===== config.mk =====
export PLATFORM = sky130hd
export DESIGN_NAME = fhsc_regs
export DESIGN_NICKNAME = d
export VERILOG_FILES = /design/src/hw/fhsc_pkg.sv /design/src/hw/fhsc_regs.sv
export SDC_FILE = /design/constraint.sdc
export NUM_CORES = 1
export LEC_CHECK = 0
export BUFFER_PORTS_ARGS = -buffer_cell sky130_fd_sc_hd__clkbuf_2
export CORE_ASPECT_RATIO = 1.75
export CORE_MARGIN = 2
export CORE_UTILIZATION = 50
export CTS_BUF_LIST = sky130_fd_sc_hd__clkbuf_16
export DETAILED_ROUTE_END_ITERATION = 6
export GPL_ROUTABILITY_DRIVEN = 0
export GPL_TIMING_DRIVEN = 0
export PLACE_DENSITY = 0.85
export SLEW_MARGIN = 10
export SYNTH_ARGS = -nofsm -noshare
export SYNTH_HDL_FRONTEND = slang
export SYNTH_SLANG_ARGS = --single-unit

===== constraint.sdc =====
create_clock -name clk_sys -period 1.7 [get_ports clk_sys]
set_clock_uncertainty 0.15 [all_clocks]
set_input_delay 0.085 -clock clk_sys [delete_from_list [all_inputs] [get_ports clk_sys]]
set_output_delay 0.085 -clock clk_sys [all_outputs]
set_load 0.03 [all_outputs]

===== src/hw/fhsc_pkg.sv =====
package fhsc_pkg;

  // Register offsets from the block base
  localparam logic [2:0] OFS_STATUS_A = 3'h0;
  localparam logic [2:0] OFS_STATUS_B = 3'h1;
  localparam logic [2:0] OFS_DRIVE_OUT = 3'h2;
  localparam logic [2:0] OFS_TAPE_SEL = 3'h3;
  localparam logic [2:0] OFS_MAIN_RATE = 3'h4;
  localparam logic [2:0] OFS_DATA_PORT = 3'h5;
  localparam logic [2:0] OFS_RESERVED = 3'h6;
  localparam logic [2:0] OFS_INPUT_CFG = 3'h7;

  // Field positions in drive_output_control
  localparam int DOC_SEL_LO = 0;
  localparam int DOC_SEL_HI = 1;
  localparam int DOC_RESET_N = 2;
  localparam int DOC_DMA_EN = 3;
  localparam int DOC_MOTOR_LO = 4;
  localparam int DOC_MOTOR_HI = 7;

  // Reset values
  localparam logic [7:0] DOC_RESET = 8'h00;
  localparam logic [1:0] TAPE_RESET = 2'h0;
  localparam logic [3:0] SEL_RESET = 4'h1;

  // Read-back constants
  localparam logic [1:0] STB_ENH_FIXED = 2'h3;
  localparam logic [7:0] OE_ALL = 8'hff;
  localparam logic [7:0] OE_NONE = 8'h00;
  localparam logic [7:0] OE_TAPE_BASIC = 8'h03;

  // Software reset stretch
  localparam int CLK_PERIOD_NS = 10;
  localparam int SRST_MIN_NS = 100;
  localparam int SRST_MIN_CYC = (SRST_MIN_NS + CLK_PERIOD_NS - 1) / CLK_PERIOD_NS;

  typedef enum logic [1:0] {
    MODE_BASIC = 2'b00,
    MODE_ENHANCED = 2'b01,
    MODE_ALTERNATE = 2'b10
  } fhsc_mode_t;

  // Drive interface levels, all active high unless suffixed _n
  typedef struct packed {
    logic head_inward;
    logic write_protect_n;
    logic index_pulse;
    logic head_side_select;
    logic track_zero;
    logic step_out;
    logic second_unit_present_n;
    logic write_gate;
    logic read_data;
    logic write_data;
  } fhsc_drive_t;

  // Core-side DMA and interrupt signals
  typedef struct packed {
    logic drq;
    logic irq;
    logic dack_n;
    logic tc;
  } fhsc_dma_t;

endpackage


===== src/hw/fhsc_regs.sv =====
`timescale 1ns/1ps
`default_nettype none

// Contract
// RQ1: Status A/B readable in enhanced mode; basic mode leaves bus undriven.
// RQ2: Enhanced status A bit layout from direction through interrupt pending.
// RQ3: Alternate status A layout with inverted direction, head; given reset values.
// RQ4: Alternate latched step sets on step active; input-status read or reset clears.
// RQ5: Status A bit 7 follows interrupt output level, resets to zero.
// RQ6: Enhanced status B bits 7,6 read one; bit 2 shows write gate.
// RQ7: Enhanced status B bits 1:0 mirror motors 1:0; hardware reset only.
// RQ8: Enhanced status B bits 3,4 toggle on inactive read/write data edges.
// RQ9: Enhanced status B bit 5 follows unit select bit 0 field.
// RQ10: Alternate status B shows inverted selects, data latches, second unit.
// RQ11: Write gate latch sets on rising write gate; input-status read clears.
// RQ12: Read/write data latches set on inactive edges; write data ungated.
// RQ13: Drive output control writable anytime, zero on hardware reset only.
// RQ14: Bits 1:0 decode to exactly one of four unit selects.
// RQ15: Bit 2 low holds controller reset; other settings untouched.
// RQ16: Two consecutive writes clearing then setting bit 2 give full reset.
// RQ17: Basic/alternate modes gate DMA and interrupt with bit 3.
// RQ18: Enhanced mode always enables DMA and interrupt pins, even in reset.
// RQ19: Bits 7:4 drive motor outputs 3:0 active when set.
// RQ20: Host writes 1c, 2d, 4e, 8f to activate drives 0 to 3.
// RQ21: Only listed offsets decode; 4 and 7 split read/write; 6 reserved.
// RQ22: Offset 5 data port, 3 tape select, 2 drive output control.
// RQ23: Host mode is a static configuration input.
module fhsc_regs (
  // Clock and reset
  input wire logic clk_sys,
  input wire logic rst,
  // Static configuration
  input wire fhsc_pkg::fhsc_mode_t host_mode, // RQ23
  // Host I/O bus
  input wire logic [2:0] io_addr,
  input wire logic [7:0] io_wdata,
  input wire logic io_rd,
  input wire logic io_wr,
  output logic [7:0] io_rdata_q,
  output logic [7:0] io_rdata_oe_q,
  // Registers held elsewhere in the controller
  input wire logic [7:0] ext_rd_data,
  output logic ext_rd_q,
  output logic ext_wr_q,
  output logic [2:0] ext_addr_q,
  output logic [7:0] ext_wdata_q,
  // Drive interface
  input wire fhsc_pkg::fhsc_drive_t drive_in,
  output logic [3:0] unit_select_q,
  output logic [3:0] motor_on_q,
  // Controller core and DMA pins
  input wire fhsc_pkg::fhsc_dma_t core_in,
  output logic soft_reset_n_q,
  output logic dma_gate_enable_q,
  output logic drq_out_q,
  output logic drq_oe_q,
  output logic controller_irq_out_q,
  output logic controller_irq_oe_q,
  output logic dack_n_gated_q,
  output logic tc_gated_q
);

  logic [7:0] doc_q;
  logic [7:0] doc_d;
  logic [1:0] tape_q;
  logic [3:0] srst_cnt_q;
  logic srst_active;
  logic pins_enable;
  logic wr_doc;
  logic rd_input_status;
  logic step_prev_q;
  logic wr_gate_prev_q;
  logic rdata_prev_q;
  logic wdata_prev_q;
  logic step_rise;
  logic wr_gate_rise;
  logic rdata_fall;
  logic wdata_fall;
  logic step_latch_q;
  logic wr_gate_latch_q;
  logic rdata_latch_q;
  logic wdata_latch_q;
  logic rdata_toggle_q;
  logic wdata_toggle_q;
  logic irq_level_q;
  logic [7:0] status_a_enh;
  logic [7:0] status_a_alt;
  logic [7:0] status_b_enh;
  logic [7:0] status_b_alt;
  logic [7:0] rd_val;
  logic [7:0] rd_oe;

  localparam logic [3:0] SRST_LOAD = 4'(fhsc_pkg::SRST_MIN_CYC);

  assign wr_doc = io_wr && (io_addr == fhsc_pkg::OFS_DRIVE_OUT);
  assign rd_input_status = io_rd && (io_addr == fhsc_pkg::OFS_INPUT_CFG);

  // Drive output control register
  always_comb begin
    doc_d = doc_q;
    if (wr_doc) begin
      doc_d = io_wdata; // RQ13
    end
  end

  always_ff @(posedge clk_sys) begin
    if (rst) begin
      doc_q <= fhsc_pkg::DOC_RESET; // RQ13
    end else begin
      doc_q <= doc_d; // RQ13
    end
  end

  // Tape select keeps only the two select bits
  always_ff @(posedge clk_sys) begin
    if (rst) begin
      tape_q <= fhsc_pkg::TAPE_RESET;
    end else if (io_wr && (io_addr == fhsc_pkg::OFS_TAPE_SEL)) begin
      tape_q <= io_wdata[1:0]; // RQ22
    end
  end

  // Reset stretch covers back-to-back clear/set writes shorter than the core needs
  always_ff @(posedge clk_sys) begin
    if (rst) begin
      srst_cnt_q <= 4'h0;
    end else if (wr_doc && !io_wdata[fhsc_pkg::DOC_RESET_N]) begin
      srst_cnt_q <= SRST_LOAD; // RQ16
    end else if (srst_cnt_q != 4'h0) begin
      srst_cnt_q <= srst_cnt_q - 4'h1; // RQ16
    end
  end

  assign srst_active = !doc_q[fhsc_pkg::DOC_RESET_N] || (srst_cnt_q != 4'h0);

  // Core reset; hardware reset also holds the core
  always_ff @(posedge clk_sys) begin
    if (rst) begin
      soft_reset_n_q <= 1'b0;
    end else begin
      soft_reset_n_q <= !(!doc_d[fhsc_pkg::DOC_RESET_N] || srst_active); // RQ15
    end
  end

  // Drive selects and motors follow the register one cycle later
  always_ff @(posedge clk_sys) begin
    if (rst) begin
      unit_select_q <= fhsc_pkg::SEL_RESET;
      motor_on_q <= 4'h0;
    end else begin
      unit_select_q <= 4'h1 << doc_q[fhsc_pkg::DOC_SEL_HI:fhsc_pkg::DOC_SEL_LO]; // RQ14
      motor_on_q <= doc_q[fhsc_pkg::DOC_MOTOR_HI:fhsc_pkg::DOC_MOTOR_LO]; // RQ19
    end
  end

  // DMA and interrupt pin gating
  assign pins_enable = (host_mode == fhsc_pkg::MODE_ENHANCED) || doc_q[fhsc_pkg::DOC_DMA_EN];

  always_ff @(posedge clk_sys) begin
    if (rst) begin
      dma_gate_enable_q <= 1'b0;
      drq_out_q <= 1'b0;
      // Enhanced mode keeps the pins enabled through a hardware reset
      drq_oe_q <= (host_mode == fhsc_pkg::MODE_ENHANCED); // RQ18
      controller_irq_out_q <= 1'b0;
      controller_irq_oe_q <= (host_mode == fhsc_pkg::MODE_ENHANCED); // RQ18
      dack_n_gated_q <= 1'b1;
      tc_gated_q <= 1'b0;
    end else begin
      dma_gate_enable_q <= doc_q[fhsc_pkg::DOC_DMA_EN];
      // Enhanced mode ignores the bit and keeps pins live through soft reset
      drq_out_q <= core_in.drq; // RQ17 RQ18
      drq_oe_q <= pins_enable; // RQ17 RQ18
      controller_irq_out_q <= core_in.irq; // RQ17 RQ18
      controller_irq_oe_q <= pins_enable; // RQ17 RQ18
      dack_n_gated_q <= pins_enable ? core_in.dack_n : 1'b1; // RQ17
      tc_gated_q <= pins_enable && core_in.tc; // RQ17
    end
  end

  // Interrupt level as seen on the output pin
  always_ff @(posedge clk_sys) begin
    if (rst) begin
      irq_level_q <= 1'b0; // RQ5
    end else begin
      irq_level_q <= core_in.irq; // RQ5
    end
  end

  // Edge detection on drive signals
  always_ff @(posedge clk_sys) begin
    if (rst) begin
      step_prev_q <= 1'b0;
      wr_gate_prev_q <= 1'b0;
      rdata_prev_q <= 1'b0;
      wdata_prev_q <= 1'b0;
    end else begin
      step_prev_q <= drive_in.step_out;
      wr_gate_prev_q <= drive_in.write_gate;
      rdata_prev_q <= drive_in.read_data;
      wdata_prev_q <= drive_in.write_data;
    end
  end

  assign step_rise = drive_in.step_out && !step_prev_q;
  assign wr_gate_rise = drive_in.write_gate && !wr_gate_prev_q;
  assign rdata_fall = !drive_in.read_data && rdata_prev_q;
  assign wdata_fall = !drive_in.write_data && wdata_prev_q;

  // Step latch; a new step wins over a clearing read
  always_ff @(posedge clk_sys) begin
    if (rst) begin
      step_latch_q <= 1'b0; // RQ4
    end else if (step_rise) begin
      step_latch_q <= 1'b1; // RQ4
    end else if (rd_input_status || srst_active) begin
      step_latch_q <= 1'b0; // RQ4
    end
  end

  // Write gate latch
  always_ff @(posedge clk_sys) begin
    if (rst) begin
      wr_gate_latch_q <= 1'b0; // RQ11
    end else if (wr_gate_rise) begin
      wr_gate_latch_q <= 1'b1; // RQ11
    end else if (rd_input_status) begin
      wr_gate_latch_q <= 1'b0; // RQ11
    end
  end

  // Data latches; write data deliberately not qualified by write gate
  always_ff @(posedge clk_sys) begin
    if (rst) begin
      rdata_latch_q <= 1'b0;
      wdata_latch_q <= 1'b0;
    end else begin
      if (rdata_fall) begin
        rdata_latch_q <= 1'b1; // RQ12
      end else if (rd_input_status) begin
        rdata_latch_q <= 1'b0; // RQ12
      end
      if (wdata_fall) begin
        wdata_latch_q <= 1'b1; // RQ12
      end else if (rd_input_status) begin
        wdata_latch_q <= 1'b0; // RQ12
      end
    end
  end

  // Data toggles, untouched by soft reset
  always_ff @(posedge clk_sys) begin
    if (rst) begin
      rdata_toggle_q <= 1'b0;
      wdata_toggle_q <= 1'b0;
    end else begin
      if (rdata_fall) begin
        rdata_toggle_q <= !rdata_toggle_q; // RQ8
      end
      if (wdata_fall) begin
        wdata_toggle_q <= !wdata_toggle_q; // RQ8
      end
    end
  end

  // Status A, enhanced layout
  assign status_a_enh = {
    irq_level_q, // RQ5
    drive_in.second_unit_present_n,
    drive_in.step_out,
    !drive_in.track_zero,
    drive_in.head_side_select,
    !drive_in.index_pulse,
    drive_in.write_protect_n,
    drive_in.head_inward
  }; // RQ2

  // Status A, alternate layout
  assign status_a_alt = {
    irq_level_q, // RQ5
    drq_out_q && drq_oe_q,
    step_latch_q,
    drive_in.track_zero,
    !drive_in.head_side_select,
    drive_in.index_pulse,
    !drive_in.write_protect_n,
    !drive_in.head_inward
  }; // RQ3

  // Status B, enhanced layout
  assign status_b_enh = {
    fhsc_pkg::STB_ENH_FIXED, // RQ6
    doc_q[fhsc_pkg::DOC_SEL_LO], // RQ9
    wdata_toggle_q,
    rdata_toggle_q,
    drive_in.write_gate, // RQ6
    motor_on_q[1:0] // RQ7
  };

  // Status B, alternate layout
  assign status_b_alt = {
    drive_in.second_unit_present_n,
    !unit_select_q[1],
    !unit_select_q[0],
    wdata_latch_q,
    rdata_latch_q,
    wr_gate_latch_q,
    !unit_select_q[3],
    !unit_select_q[2]
  }; // RQ10

  // Read decode; unlisted and reserved offsets leave the bus undriven
  always_comb begin
    rd_val = 8'h00;
    rd_oe = fhsc_pkg::OE_NONE;
    case (io_addr)
      fhsc_pkg::OFS_STATUS_A: begin
        case (host_mode)
          fhsc_pkg::MODE_ENHANCED: begin
            rd_val = status_a_enh; // RQ1
            rd_oe = fhsc_pkg::OE_ALL;
          end
          fhsc_pkg::MODE_ALTERNATE: begin
            rd_val = status_a_alt;
            rd_oe = fhsc_pkg::OE_ALL;
          end
          default: begin
            rd_oe = fhsc_pkg::OE_NONE; // RQ1
          end
        endcase
      end
      fhsc_pkg::OFS_STATUS_B: begin
        case (host_mode)
          fhsc_pkg::MODE_ENHANCED: begin
            rd_val = status_b_enh; // RQ1
            rd_oe = fhsc_pkg::OE_ALL;
          end
          fhsc_pkg::MODE_ALTERNATE: begin
            rd_val = status_b_alt;
            rd_oe = fhsc_pkg::OE_ALL;
          end
          default: begin
            rd_oe = fhsc_pkg::OE_NONE; // RQ1
          end
        endcase
      end
      fhsc_pkg::OFS_DRIVE_OUT: begin
        rd_val = doc_q; // RQ22
        rd_oe = fhsc_pkg::OE_ALL;
      end
      fhsc_pkg::OFS_TAPE_SEL: begin
        rd_val = {6'h00, tape_q}; // RQ22
        // Basic mode floats the upper six bits
        rd_oe = (host_mode == fhsc_pkg::MODE_BASIC) ? fhsc_pkg::OE_TAPE_BASIC
                                                      : fhsc_pkg::OE_ALL;
      end
      fhsc_pkg::OFS_MAIN_RATE, fhsc_pkg::OFS_DATA_PORT, fhsc_pkg::OFS_INPUT_CFG: begin
        rd_val = ext_rd_data; // RQ21
        rd_oe = fhsc_pkg::OE_ALL;
      end
      fhsc_pkg::OFS_RESERVED: begin
        rd_oe = fhsc_pkg::OE_NONE; // RQ21
      end
      default: begin
        rd_oe = fhsc_pkg::OE_NONE;
      end
    endcase
  end

  // Read data holds until the next read strobe
  always_ff @(posedge clk_sys) begin
    if (rst) begin
      io_rdata_q <= 8'h00;
      io_rdata_oe_q <= fhsc_pkg::OE_NONE;
    end else if (io_rd) begin
      io_rdata_q <= rd_val;
      io_rdata_oe_q <= rd_oe;
    end else begin
      io_rdata_oe_q <= fhsc_pkg::OE_NONE;
    end
  end

  // Strobes toward registers kept elsewhere
  always_ff @(posedge clk_sys) begin
    if (rst) begin
      ext_rd_q <= 1'b0;
      ext_wr_q <= 1'b0;
      ext_addr_q <= 3'h0;
      ext_wdata_q <= 8'h00;
    end else begin
      ext_rd_q <= io_rd && ((io_addr == fhsc_pkg::OFS_MAIN_RATE) ||
                  (io_addr == fhsc_pkg::OFS_DATA_PORT) ||
                  (io_addr == fhsc_pkg::OFS_INPUT_CFG)); // RQ21
      ext_wr_q <= io_wr && ((io_addr == fhsc_pkg::OFS_MAIN_RATE) ||
                  (io_addr == fhsc_pkg::OFS_DATA_PORT) ||
                  (io_addr == fhsc_pkg::OFS_INPUT_CFG)); // RQ21
      if (io_rd || io_wr) begin
        ext_addr_q <= io_addr;
        ext_wdata_q <= io_wdata;
      end
    end
  end

endmodule

`default_nettype wire


# --- Word level (Yosys, flattened, before mapping) ---
# Cells that the tools add are included.
totals:
  ff_bits: 68
  input_bits: 39
  output_inout_bits: 45
  elab_cells: 112
classes:
  addsub: 1
  n_eq_ne: 9
  shift: 1
  n_mux: 16
  n_bitwise: 2
  n_reduce_logical: 53
ops:
  columns: ["op", "count"]
  rows:
  - ["8-bit case mux with 5 select lines", 1]
  - ["8-bit case mux with 2 select lines", 2]
  - ["8-bit case mux with 4 select lines", 1]
  - ["1-bit logical NOT", 19]
  - ["8-bit 2-to-1 mux", 2]
  - ["3-bit equality test, second input constant", 4]
  - ["1-bit logical AND", 12]
  - ["2-bit nonzero test", 5]
  - ["2-bit OR reduction", 5]
  - ["4-bit 2-to-1 mux", 2]
  - ["1-bit logical OR", 7]
  - ["1-bit 2-to-1 mux", 7]
  - ["3-bit by 2-bit equality test with 1-bit output, second input constant", 2]
  - ["4-bit nonzero test", 1]
  - ["4-bit OR reduction", 1]
  - ["1-bit by 2-bit left shift with 4-bit output, first input constant", 1]
  - ["4-bit by 1-bit subtractor with 4-bit output, second input constant", 1]
  - ["3-bit by 1-bit equality test with 1-bit output, second input constant", 1]
  - ["3-bit logical NOT", 1]
  - ["3-bit 2-to-1 mux", 1]
  - ["3-bit OR reduction", 1]
  - ["2-bit by 1-bit equality test with 1-bit output, second input constant", 1]
  - ["2-bit equality test, second input constant", 1]
  - ["2-bit logical NOT", 1]
  - ["1-bit inverter", 2]

# --- Logic depth before layout (Yosys ltp) ---
# Gate-level depths: netlist of the first run.
depth:
  word_depth: 6
  depth_mapped: 8
  mapped_depth_nobuf: 6

# --- Worst setup path after synthesis of the first run ---
# No wires, ideal clock.
synth_path:
  kind: "input to register"
  startpoint: "in host_mode[0]"
  endpoint: "reg io_rdata_q[5]"
  setup_time_ns: 0.060
  arrival_ns: 1.297
  t_required_ns: 1.490
  slack_ns: 0.193
  cell_stages: 6
  path_buffers: 1
  cell_sequence: "inv_1 ha_1 or3b_1 buf_6 a311oi_2 o221a_1"
synth_via:
  elab_chain_len: 3
  word_cells_on_any_way: 5
  cone_classes: "eq/ne: 2; mux: 3"
synth_lines:
  columns: ["element", "line", "source"]
  rows:
  - ["from (decl)", "fhsc_regs.sv:33", "input wire fhsc_pkg::fhsc_mode_t host_mode,"]
  - ["2-bit equality test / 2-bit by 1-bit equality test with 1-bit output (equally long branches)", "fhsc_regs.sv:318, fhsc_regs.sv:333", null]
  - ["8-bit case mux with 2 select lines, on equally long branches", "fhsc_regs.sv:333, fhsc_regs.sv:318", null]
  - ["8-bit case mux with 5 select lines (*)", "fhsc_regs.sv:316", "case (io_addr)"]
  - ["to (signal assigned)", "fhsc_regs.sv:376", "io_rdata_q <= rd_val;"]
  - ["to (decl)", "fhsc_regs.sv:39", "output logic [7:0] io_rdata_q,"]
# Every way passes the cells marked *; elsewhere a longest branch is shown, timed or not.
# A chain may end at the register's enable or synchronous reset.

# --- Final worst setup path of the first run ---
layout_path:
  startpoint: "reg srst_cnt_q[2]"
  endpoint: "reg soft_reset_n_q"
layout_via:
  elab_chain_len: 4
layout_lines:
  columns: ["element", "line", "source"]
  rows:
  - ["from (decl)", "fhsc_regs.sv:66", "logic [3:0] srst_cnt_q;"]
  - ["from (signal assigned)", "fhsc_regs.sv:130", "srst_cnt_q <= srst_cnt_q - 4'h1;"]
  - ["4-bit nonzero test", "fhsc_regs.sv:134", "assign srst_active = !doc_q[fhsc_pkg::DOC_RESET_N] || (srst_cnt_q != 4'h0);"]
  - ["1-bit logical OR", "fhsc_regs.sv:134", null]
  - ["1-bit logical OR", "fhsc_regs.sv:141", "soft_reset_n_q <= !(!doc_d[fhsc_pkg::DOC_RESET_N] || srst_active);"]
  - ["1-bit logical NOT", "fhsc_regs.sv:141", null]
  - ["to (signal assigned)", "fhsc_regs.sv:141", null]
  - ["to (decl)", "fhsc_regs.sv:53", "output logic soft_reset_n_q,"]
# Every way passes these cells.

==> results.py, run 1 <==
metrics = {
    "drt": {
        "wire_per_inst_um": 16.0,
        "drt-total-wl_um": 7830,
        "antenna_left": 0,
        "initialDrtViolationCount": 178,
        "vias_per_cell": 5.52,
        "drc": 0,
        "firstDrtPassIters": 5,
        "vias": 2692,
    },
    "synth": {
        "synth_ff_type": "dfxtp_1",
        "yosys.area_share.adder_pct": 1.89,
        "synth_fp_nets": 359,
        "synth_mux_area_share_pct": 3.21,
        "synth_area_um2": 2650,
        "synth-xor-area-share_pct": 0.660,
        "synth_top_family_by_area": "simple AND/OR/NAND/NOR gates",
        "yosysMostFrequentCell": "dfxtp_1",
        "ys_types": 41,
        "synth-seq-cells": 62,
        "synth_simple_gate_area_share_pct": 23.9,
        "syn_inst": 316,
        "synth-edff-count": 0,
        "yosysTopAreaCell": "dfxtp_1",
        "async_reset_ff_share_pct": 0,
        "ys_seq_area_share_pct": 46.8,
        "synth_top_cell_area_share_pct": 46.8,
        "syn-mean-instance-area_um2": 8.40,
        "synth_compound_area_share_pct": 17.1,
        "synth_commonest_cells": "dfxtp_1 (62), nand2_1 (60), a21oi_1 (30)",
        "synth.area.top_cells": "dfxtp_1 (47%), nand2_1 (8.5%), a21oi_1 (5.7%)",
        "yosys_warnings": 0,
    },
    "run": {
        "max_cap_violations": 0,
    },
    "sta": {
        "report.final.hold_viol_count": 0,
        "timing.final.setup_violations": 0,
        "fmax_ghz": 0.647,
        "rsz0062_at_grt": "no",
        "period_share_pct": 90.9,
        "layout_min_cycle_time_ns": 1.55,
        "relSlewSlack_pct": 64.1,
        "final_max_slew_viol_count": 0,
        "worst_slew_pin_slew_ns": 0.539,
        "hold_ws_ns": 0.0117,
        "fin_ws_ns": 0.154,
        "tns_ns": 0,
    },
    "hold_path": {
        "hold_class": "in -> reg",
    },
    "critical_path": {
        "worstSetupPathType": "reg -> reg",
        "start_kind": "register",
        "cp.required_ns": 1.77,
        "worst_setup_path_end_kind": "register",
        "cp_max_fo": 4,
        "arrival_ns": 1.61,
    },
    "die": {
        "die_w_um": 59.1,
        "die_area_um2": 5930,
        "die_h_um": 100,
        "start_util_pct": 50.9,
        "rows": 35,
        "io_pins": 84,
        "core_area_um2": 5210,
    },
    "global_route": {
        "grt_pass1_wl_um": 12300,
        "grt_start_max_net_pins": 12,
        "gr-total-overflow": 0,
        "grt_pass1_vias": 2666,
        "antenna_found_initial": 0,
        "gr-usage-all-layers_pct": 27.5,
    },
    "final_layout": {
        "nFillCells": 395,
        "synthToLayoutAreaGrowth_pct": 35.8,
        "stdcell_count": 488,
        "num-nets-final": 471,
        "layout-drive-gt1-share_pct": 27.7,
        "antenna_cells": 0,
    },
    "pwr": {
        "p_leak_nw": 1.62,
        "peakVddDrop_v": 0.000779,
        "powerDensity_nw_per_um2": 1020,
    },
    "clock_network": {
        "cts_root_buffer": "clkbuf_16",
        "cts_tree": "done",
        "insertion_delay_ns": 0.32,
        "clk_pin_slew_worst_paths_ns": 0.05,
        "ctsLongestPathBuffers": 2,
        "cts.htree.levels": 3,
        "cts.sinks": 62,
        "cts-buffers-inserted": 9,
        "postCtsSetupRepairBufs": 0,
    },
    "status": {
        "run_status": "complete, no violations",
    },
    "place": {
        "hpwl_um": 5440,
        "dp_slack_ns": -0.151,
        "dp_cells": 453,
        "port_buffers": 82,
    },
}
[layer usage]
layer	track usage (%)	vias up	share of wire (%)
li1	-	1299	-
met1	28.1	1206	35
met2	48.8	150	54
met3	5.41	37	5.9
met4	17.8	0	4.9
met5	0	-	0
[flip-flops by register name, summed over array words and instances (netlist names), 2 cells and up]
register	cells
doc_q	8
ext_wdata_q	8
io_rdata_q	8
motor_on_q	4
srst_cnt_q	4
unit_select_q	4
ext_addr_q	3
io_rdata_oe_q	2
tape_q	2
[cells in the final DEF (no fill, tap or decap), types with 2 or more instances in the layout]
cell	instances
or3_1	2
inv_1	6
a211oi_1	6
a22oi_1	3
o21ai_0	18
mux2_2	4
nand4_1	3
buf_4	7
buf_2	6
clkbuf_1	11
o211a_1	3
ha_1	4
nand2_1	60
buf_6	2
nor3b_1	5
dlygate4sd3_1	20
a31oi_1	2
nand2b_1	9
nor3_1	4
clkbuf_2	82
and3_1	2
clkbuf_16	9
clkinvlp_4	2
a222oi_1	2
nor2b_1	16
nor2_1	22
mux2i_1	4
or2_2	2
a21oi_1	30
dfxtp_1	62
clkinv_2	3
xnor2_1	2
nand3_1	5
[through the flow]
| step | util [%] | instance area (µm²) | power [mW] |
|---|---|---|---|
| 5_1_grt | 69.2 | 3600 | 3.79 |
| 2_1_floorplan | - | 2650 | 1.88 |
| 6_report | 69.2 | 3600 | 3.68 |
| 3_3_place_gp | 60.1 | 3130 | 2.03 |
| 4_1_cts | 69.1 | 3600 | 3.67 |
| 3_5_place_dp | 60.1 | 3130 | 2.05 |
[path summary, 6_finish.rpt]
check	start	to	slack, ns	cells after the start
max	srst_cnt_q[2]	soft_reset_n_q	0.15	4
min reg2reg	ext_wdata_q[1]	ext_wdata_q[1]	0.31	2
max reg2reg	srst_cnt_q[2]	soft_reset_n_q	0.15	4
min	rst	dma_gate_enable_q	0.01	2
[power by group]
part / internal, mW / leakage, nW / switching, mW
combinational: 0.200 / 0.985 / 0.317
sequential: 1.52 / 0.508 / 0.0368
clock: 0.972 / 0.132 / 0.637
[cell families after synthesis]
kind of cell	after synthesis
AND/OR/NAND/NOR	134
AO/OA/AOI/OAI	73
flip-flops	62
buffers and inverters	33
multiplexers	8
adder cells (fa/ha/maj)	4
XOR/XNOR	2
[critical path, stage by stage (launching register included)]
cell	delay, ns
dfxtp_1	0.33
or3_1	0.41
nor2_1	0.20
nand2_1	0.08
nor3_1	0.27
[area by class of cell]
type,instances,area (µm²),share of cell area (%)
sequential,62,1240,34.4
buffer,27,150,4.17
clock buffer,9,225,6.25
multi-input combinational,221,1250,34.6
clock inverter,7,42.5,1.18
inverter,5,18.8,0.521
tap,55,68.8,1.91
timing repair buffer,102,611,16.9
[repair_timing]
action	CTS	global route
setup endpoints to repair	0	1
endpoints found under the hold margin	35	0
hold buffers	20	0
resized for setup	0	2
No activity file was read; power rests on OpenSTA's default activity.
==> run 2, diff against run 1 <==
REMOVE_ABC_BUFFERS = 1   (was default)
==> run 2 against run 1 <==
Sequential power is essentially flat; power shrank 3.7%; clock power shrank 6%; via count shrank 5.3%; largest cell class unchanged; largest power group is now registers.
==> results.py, run 2 (same netlist as run 1, synthesis figures left out) <==
metrics = {
    "final_layout": {
        "stdcell_count": 459,
        "final_common_cell": "clkbuf_2",
        "num-nets-final": 444,
        "layout-drive-gt1-share_pct": 25.2,
        "register_area_um2": 1240,
        "synthToLayoutAreaGrowth_pct": 29.0,
        "reg.largest.list": "doc_q x8, ext_wdata_q x8, io_rdata_q x8",
        "multi_input_area_um2": 1240,
        "layout_common_cells": "clkbuf_2 (82), dfxtp_1 (62), nand2_1 (60)",
        "antenna_cells": 0,
        "nFillCells": 400,
    },
    "pwr": {
        "p_sw_share_pct": 25.6,
        "p_sw_mw": 0.908,
        "peakVddDrop_v": 0.000608,
        "p_clk_share_pct": 43.0,
        "combinationalPowerShare_pct": 13.2,
        "powerDensity_nw_per_um2": 1030,
        "share_seq_of_total_power_pct": 43.8,
        "p_leak_nw": 1.53,
        "intPower_mw": 2.63,
    },
    "global_route": {
        "grt_pass1_vias": 2264,
        "gr-usage-all-layers_pct": 23.5,
        "gr-total-overflow": 0,
        "antenna_found_initial": 0,
        "grt_start_max_net_pins": 53,
        "grt_pass1_wl_um": 10500,
    },
    "drt": {
        "wire_per_inst_um": 14.9,
        "initialDrtViolationCount": 161,
        "drt-total-wl_um": 6820,
        "firstDrtPassIters": 5,
        "antenna_left": 0,
        "drc": 0,
        "vias": 2549,
        "vias_per_cell": 5.55,
    },
    "critical_path": {
        "crit_family": "simple AND/OR/NAND/NOR gates",
        "arrival_ns": 1.61,
        "timing.critical_path.buf_inv": 2,
        "cp_max_fo": 9,
        "start_kind": "input port",
        "worst_setup_path_end_kind": "register",
        "cp.required_ns": 1.70,
        "cpPeakStageDelay_ns": 0.54,
        "cpMaxStageDelayCell": "dlygate4sd3_1",
        "worstSetupPathType": "in -> reg",
        "path_cells": "dlygate4sd3_1, clkbuf_2, nand4bb_1, nor2_2, nor3_1",
    },
    "run": {
        "max_cap_violations": 0,
    },
    "sta": {
        "period_share_pct": 94.4,
        "relSlewSlack_pct": 38.5,
        "worst_slew_pin_slew_ns": 0.923,
        "rsz0062_at_grt": "no",
        "timing.final.setup_violations": 0,
        "fin_ws_ns": 0.0951,
        "final_max_slew_viol_count": 0,
        "layout_min_cycle_time_ns": 1.60,
        "fmax_ghz": 0.623,
        "tns_ns": 0,
        "report.final.hold_viol_count": 0,
    },
    "place": {
        "port_buffers": 83,
        "dp_cells": 426,
        "hpwl_um": 4670,
        "dp_slack_ns": -0.178,
    },
    "die": {
        "core_area_um2": 5210,
        "io_pins": 84,
        "die_area_um2": 5930,
        "rows": 35,
        "start_util_pct": 50.9,
        "die_w_um": 59.1,
        "die_h_um": 100,
    },
    "status": {
        "run_status": "complete, no violations",
    },
    "clock_network": {
        "cts.htree.levels": 3,
        "postCtsSetupRepairBufs": 0,
        "cts_tree": "done",
        "insertion_delay_ns": 0.32,
        "cts_root_buffer": "clkbuf_16",
        "cts-buffers-inserted": 9,
        "clk_pin_slew_worst_paths_ns": 0.05,
        "ctsLongestPathBuffers": 2,
        "cts.sinks": 62,
    },
    "hold_path": {
        "hold_class": "in -> reg",
    },
}
[run 2: worst paths after layout]
kind / start / endpoint / slack (ns) / cells past startpoint
setup / recovery: io_wr / soft_reset_n_q / 0.1 / 5
hold / removal: ext_rd_data[6] / io_rdata_q[6] / 0.002 / 3
setup reg to reg: srst_cnt_q[2] / soft_reset_n_q / 0.25 / 4
hold reg to reg: ext_wdata_q[3] / ext_wdata_q[3] / 0.30 / 2
[run 2: power groups by stage]
stage                     logic (mW)  clock network, mW  registers [mW]
after floorplan                0.152                  0            1.67
after global placement         0.421                  0            1.58
after detailed placement       0.427                  0            1.58
after CTS                      0.464               1.53            1.55
after global routing           0.505               1.61            1.56
final                          0.468               1.52            1.55
[run 2: what timing repair did]
| item | 4_1_cts | 5_1_grt |
|---|---|---|
| hold buffers | 19 | 0 |
| hold endpoints to repair | 34 | 0 |
| gates resized for setup | 0 | 3 |
| setup endpoints to repair | 0 | 7 |
[run 2: through the flow]
step / hold slack, ns / utilization (%) / power (mW) / cell area, µm²
after floorplan: 0.00407 / - / 1.82 / 2500
after global placement: 0.120 / 57.3 / 2.00 / 2980
after detailed placement: 0.122 / 57.3 / 2.01 / 2980
after CTS: 0.0152 / 65.6 / 3.55 / 3420
after global routing: 0.0141 / 65.7 / 3.67 / 3420
final: 0.00178 / 65.7 / 3.54 / 3420
[run 2: cell type report]
| cell class | count | share of cell area [%] |
|---|---|---|
| clock buffers | 9 | 6.58 |
| clock inverters | 5 | 0.585 |
| inverters | 5 | 0.548 |
| multi-input cells | 221 | 36.4 |
| flip-flops and latches | 62 | 36.2 |
| well taps | 55 | 2.01 |
| repair buffers | 102 | 17.7 |
[run 2: layer usage]
metal / share of wire (%) / wire, µm / global-route usage, %
met4: 3.2 / 215 / 14.5
met2: 53 / 3640 / 40.4
met5: 0 / 0 / 0
met1: 38 / 2590 / 26.2
met3: 5.3 / 364 / 3.61
[run 2: worst min-delay path, delay by kind of cell]
family / cells / cell delay, ns
buffers and inverters: 1 / 0.08
AO/OA/AOI/OAI: 2 / 0.25
==> run 3, diff against run 2 <==
CORE_ASPECT_RATIO = 0.7   (was 1.75)
PLACE_DENSITY = 0.79   (was 0.85)
==> run 3 against run 2 <==
First-iteration DRC count grew 18%; sequential share of layout area fell by 0.42 points; register-to-register slack lost 0.02 ns; largest cell class unchanged.
==> results.py, run 3 (same netlist as run 1, synthesis figures left out) <==
metrics = {
    "status": {
        "run_status": "complete, no violations",
    },
    "final_layout": {
        "num-nets-final": 445,
        "layout_common_cells": "clkbuf_2 (83), dfxtp_1 (62), nand2_1 (60)",
        "stdcell_count": 478,
        "synthToLayoutAreaGrowth_pct": 30.6,
        "design_area_um2": 3460,
        "antenna_cells": 0,
        "nFillCells": 457,
        "layout-drive-gt1-share_pct": 25.4,
        "reg.largest.list": "doc_q x8, ext_wdata_q x8, io_rdata_q x8",
        "final_common_cell": "clkbuf_2",
    },
    "sta": {
        "period_share_pct": 92.2,
        "final_max_slew_viol_count": 0,
        "relSlewSlack_pct": 31.0,
        "tns_ns": 0,
        "report.final.hold_viol_count": 0,
        "rsz0062_at_grt": "no",
        "fmax_ghz": 0.638,
        "worst_slew_pin_slew_ns": 1.04,
        "hold_ws_ns": 0.0485,
        "timing.final.setup_violations": 0,
        "layout_min_cycle_time_ns": 1.57,
    },
    "die": {
        "die_w_um": 91.1,
        "die_h_um": 65.0,
        "start_util_pct": 51.3,
        "rows": 22,
        "core_area_um2": 5170,
        "io_pins": 84,
        "die_area_um2": 5920,
    },
    "hold_path": {
        "min_path_cells": 4,
        "worstHoldStart": "ext_rd_data[5]",
        "min_to": "io_rdata_q[5]",
        "hold_class": "in -> reg",
    },
    "clock_network": {
        "insertion_delay_ns": 0.32,
        "cts_root_buffer": "clkbuf_16",
        "cts.htree.levels": 3,
        "ctsLongestPathBuffers": 2,
        "cts_tree": "done",
        "cts.sinks": 62,
        "clk_pin_slew_worst_paths_ns": 0.05,
        "cts-buffers-inserted": 9,
    },
    "place": {
        "port_buffers": 83,
        "placed_cell_area_um2": 3010,
        "hpwl_um": 4540,
        "dp_cells": 443,
    },
    "global_route": {
        "grt_pass1_wl_um": 10800,
        "gr-usage-all-layers_pct": 23.5,
        "grt_start_max_net_pins": 53,
        "gr-total-overflow": 0,
        "grt_pass1_vias": 2273,
        "antenna_found_initial": 0,
    },
    "critical_path": {
        "worstSetupPathType": "in -> reg",
        "worst_setup_path_end_kind": "register",
        "cpMaxStageDelayCell": "a211oi_1",
        "crit_family": "compound AO/OA/AOI/OAI gates",
        "r2r_end": "soft_reset_n_q",
        "path_cells": "clkbuf_2, inv_1, ha_1, mux2_2, o211a_1, a211oi_1, o21ai_0",
        "reg2reg_depth": 4,
        "cp_max_fo": 10,
        "timing.critical_path.buf_inv": 2,
        "r2r_slack_ns": 0.23,
        "cpPeakStageDelay_ns": 0.38,
        "worstReg2RegStart": "srst_cnt_q[2]",
        "start_kind": "input port",
        "arrival_ns": 1.61,
        "cp.required_ns": 1.74,
    },
    "pwr": {
        "p_leak_nw": 1.54,
        "peakVddDrop_v": 0.000697,
        "powerDensity_nw_per_um2": 1030,
    },
    "drt": {
        "wire_per_inst_um": 14.0,
        "antenna_left": 0,
        "drt-total-wl_um": 6710,
        "firstDrtPassIters": 4,
        "vias": 2514,
        "initialDrtViolationCount": 190,
        "drc": 0,
        "vias_per_cell": 5.26,
    },
    "run": {
        "max_cap_violations": 0,
    },
}
-- run 3: report_power, final --
group | switching (mW) | internal [mW]
clock | 0.584 | 0.945
combinational | 0.295 | 0.177
sequential | 0.0344 | 1.52
total | 0.914 | 2.64
-- run 3: worst max-delay path by stage --
stage	startpoint	end	slack [ns]	depth (start not counted)
floorplan	io_rdata_oe_q[6]	io_rdata_oe_q[2]	0.04	0
global placement	host_mode[1]	io_rdata_q[3]	-0.20	7
detailed placement	host_mode[1]	io_rdata_q[4]	-0.23	7
CTS	io_wr	srst_cnt_q[2]	0.01	5
global route	host_mode[0]	io_rdata_q[4]	0.007	7
finish	host_mode[0]	io_rdata_q[4]	0.13	7
-- run 3: layer usage --
layer  vias to the layer above  global-route usage [%]  wire [µm]
li1                       1243                       -          -
met5                         -                       0          0
met2                        90                    37.6       3060
met1                      1169                    30.7       3060
met3                        12                    6.40        488
met4                         0                    8.90         93
-- run 3: layout make-up --
type	instances	area [µm²]	area share (%)
multi-input cells	221	1250	36.1
clock buffers	9	225	6.50
repair buffers	103	616	17.8
clock inverters	6	23.8	0.686
inverters	5	18.8	0.542
well taps	72	90.1	2.60
flip-flops and latches	62	1240	35.8
-- run 3: repair_timing --
item | CTS | global route
setup buffers | 0 | 0
endpoints found under the setup margin | 0 | 7
resized for setup | 0 | 3
hold buffers | 20 | 0
hold endpoints to repair | 36 | 0
-- run 3: through the flow --
| step | setup slack, ns | power (mW) | util, % |
|---|---|---|---|
| 4_1_cts | 0.0113 | 3.58 | 66.8 |
| 5_1_grt | 0.00662 | 3.70 | 66.9 |
| 2_1_floorplan | 0.0407 | 1.82 | - |
| 3_5_place_dp | -0.230 | 2.01 | 58.1 |
| 6_report | 0.133 | 3.55 | 66.9 |
| 3_3_place_gp | -0.205 | 2.00 | 58.1 |
-- run 3: worst register-to-register path: cells and delay by family, from the launching register on --
family / cells / cell delay, ns
and+or+nand+nor: 4 / 0.89
DFF: 1 / 0.33
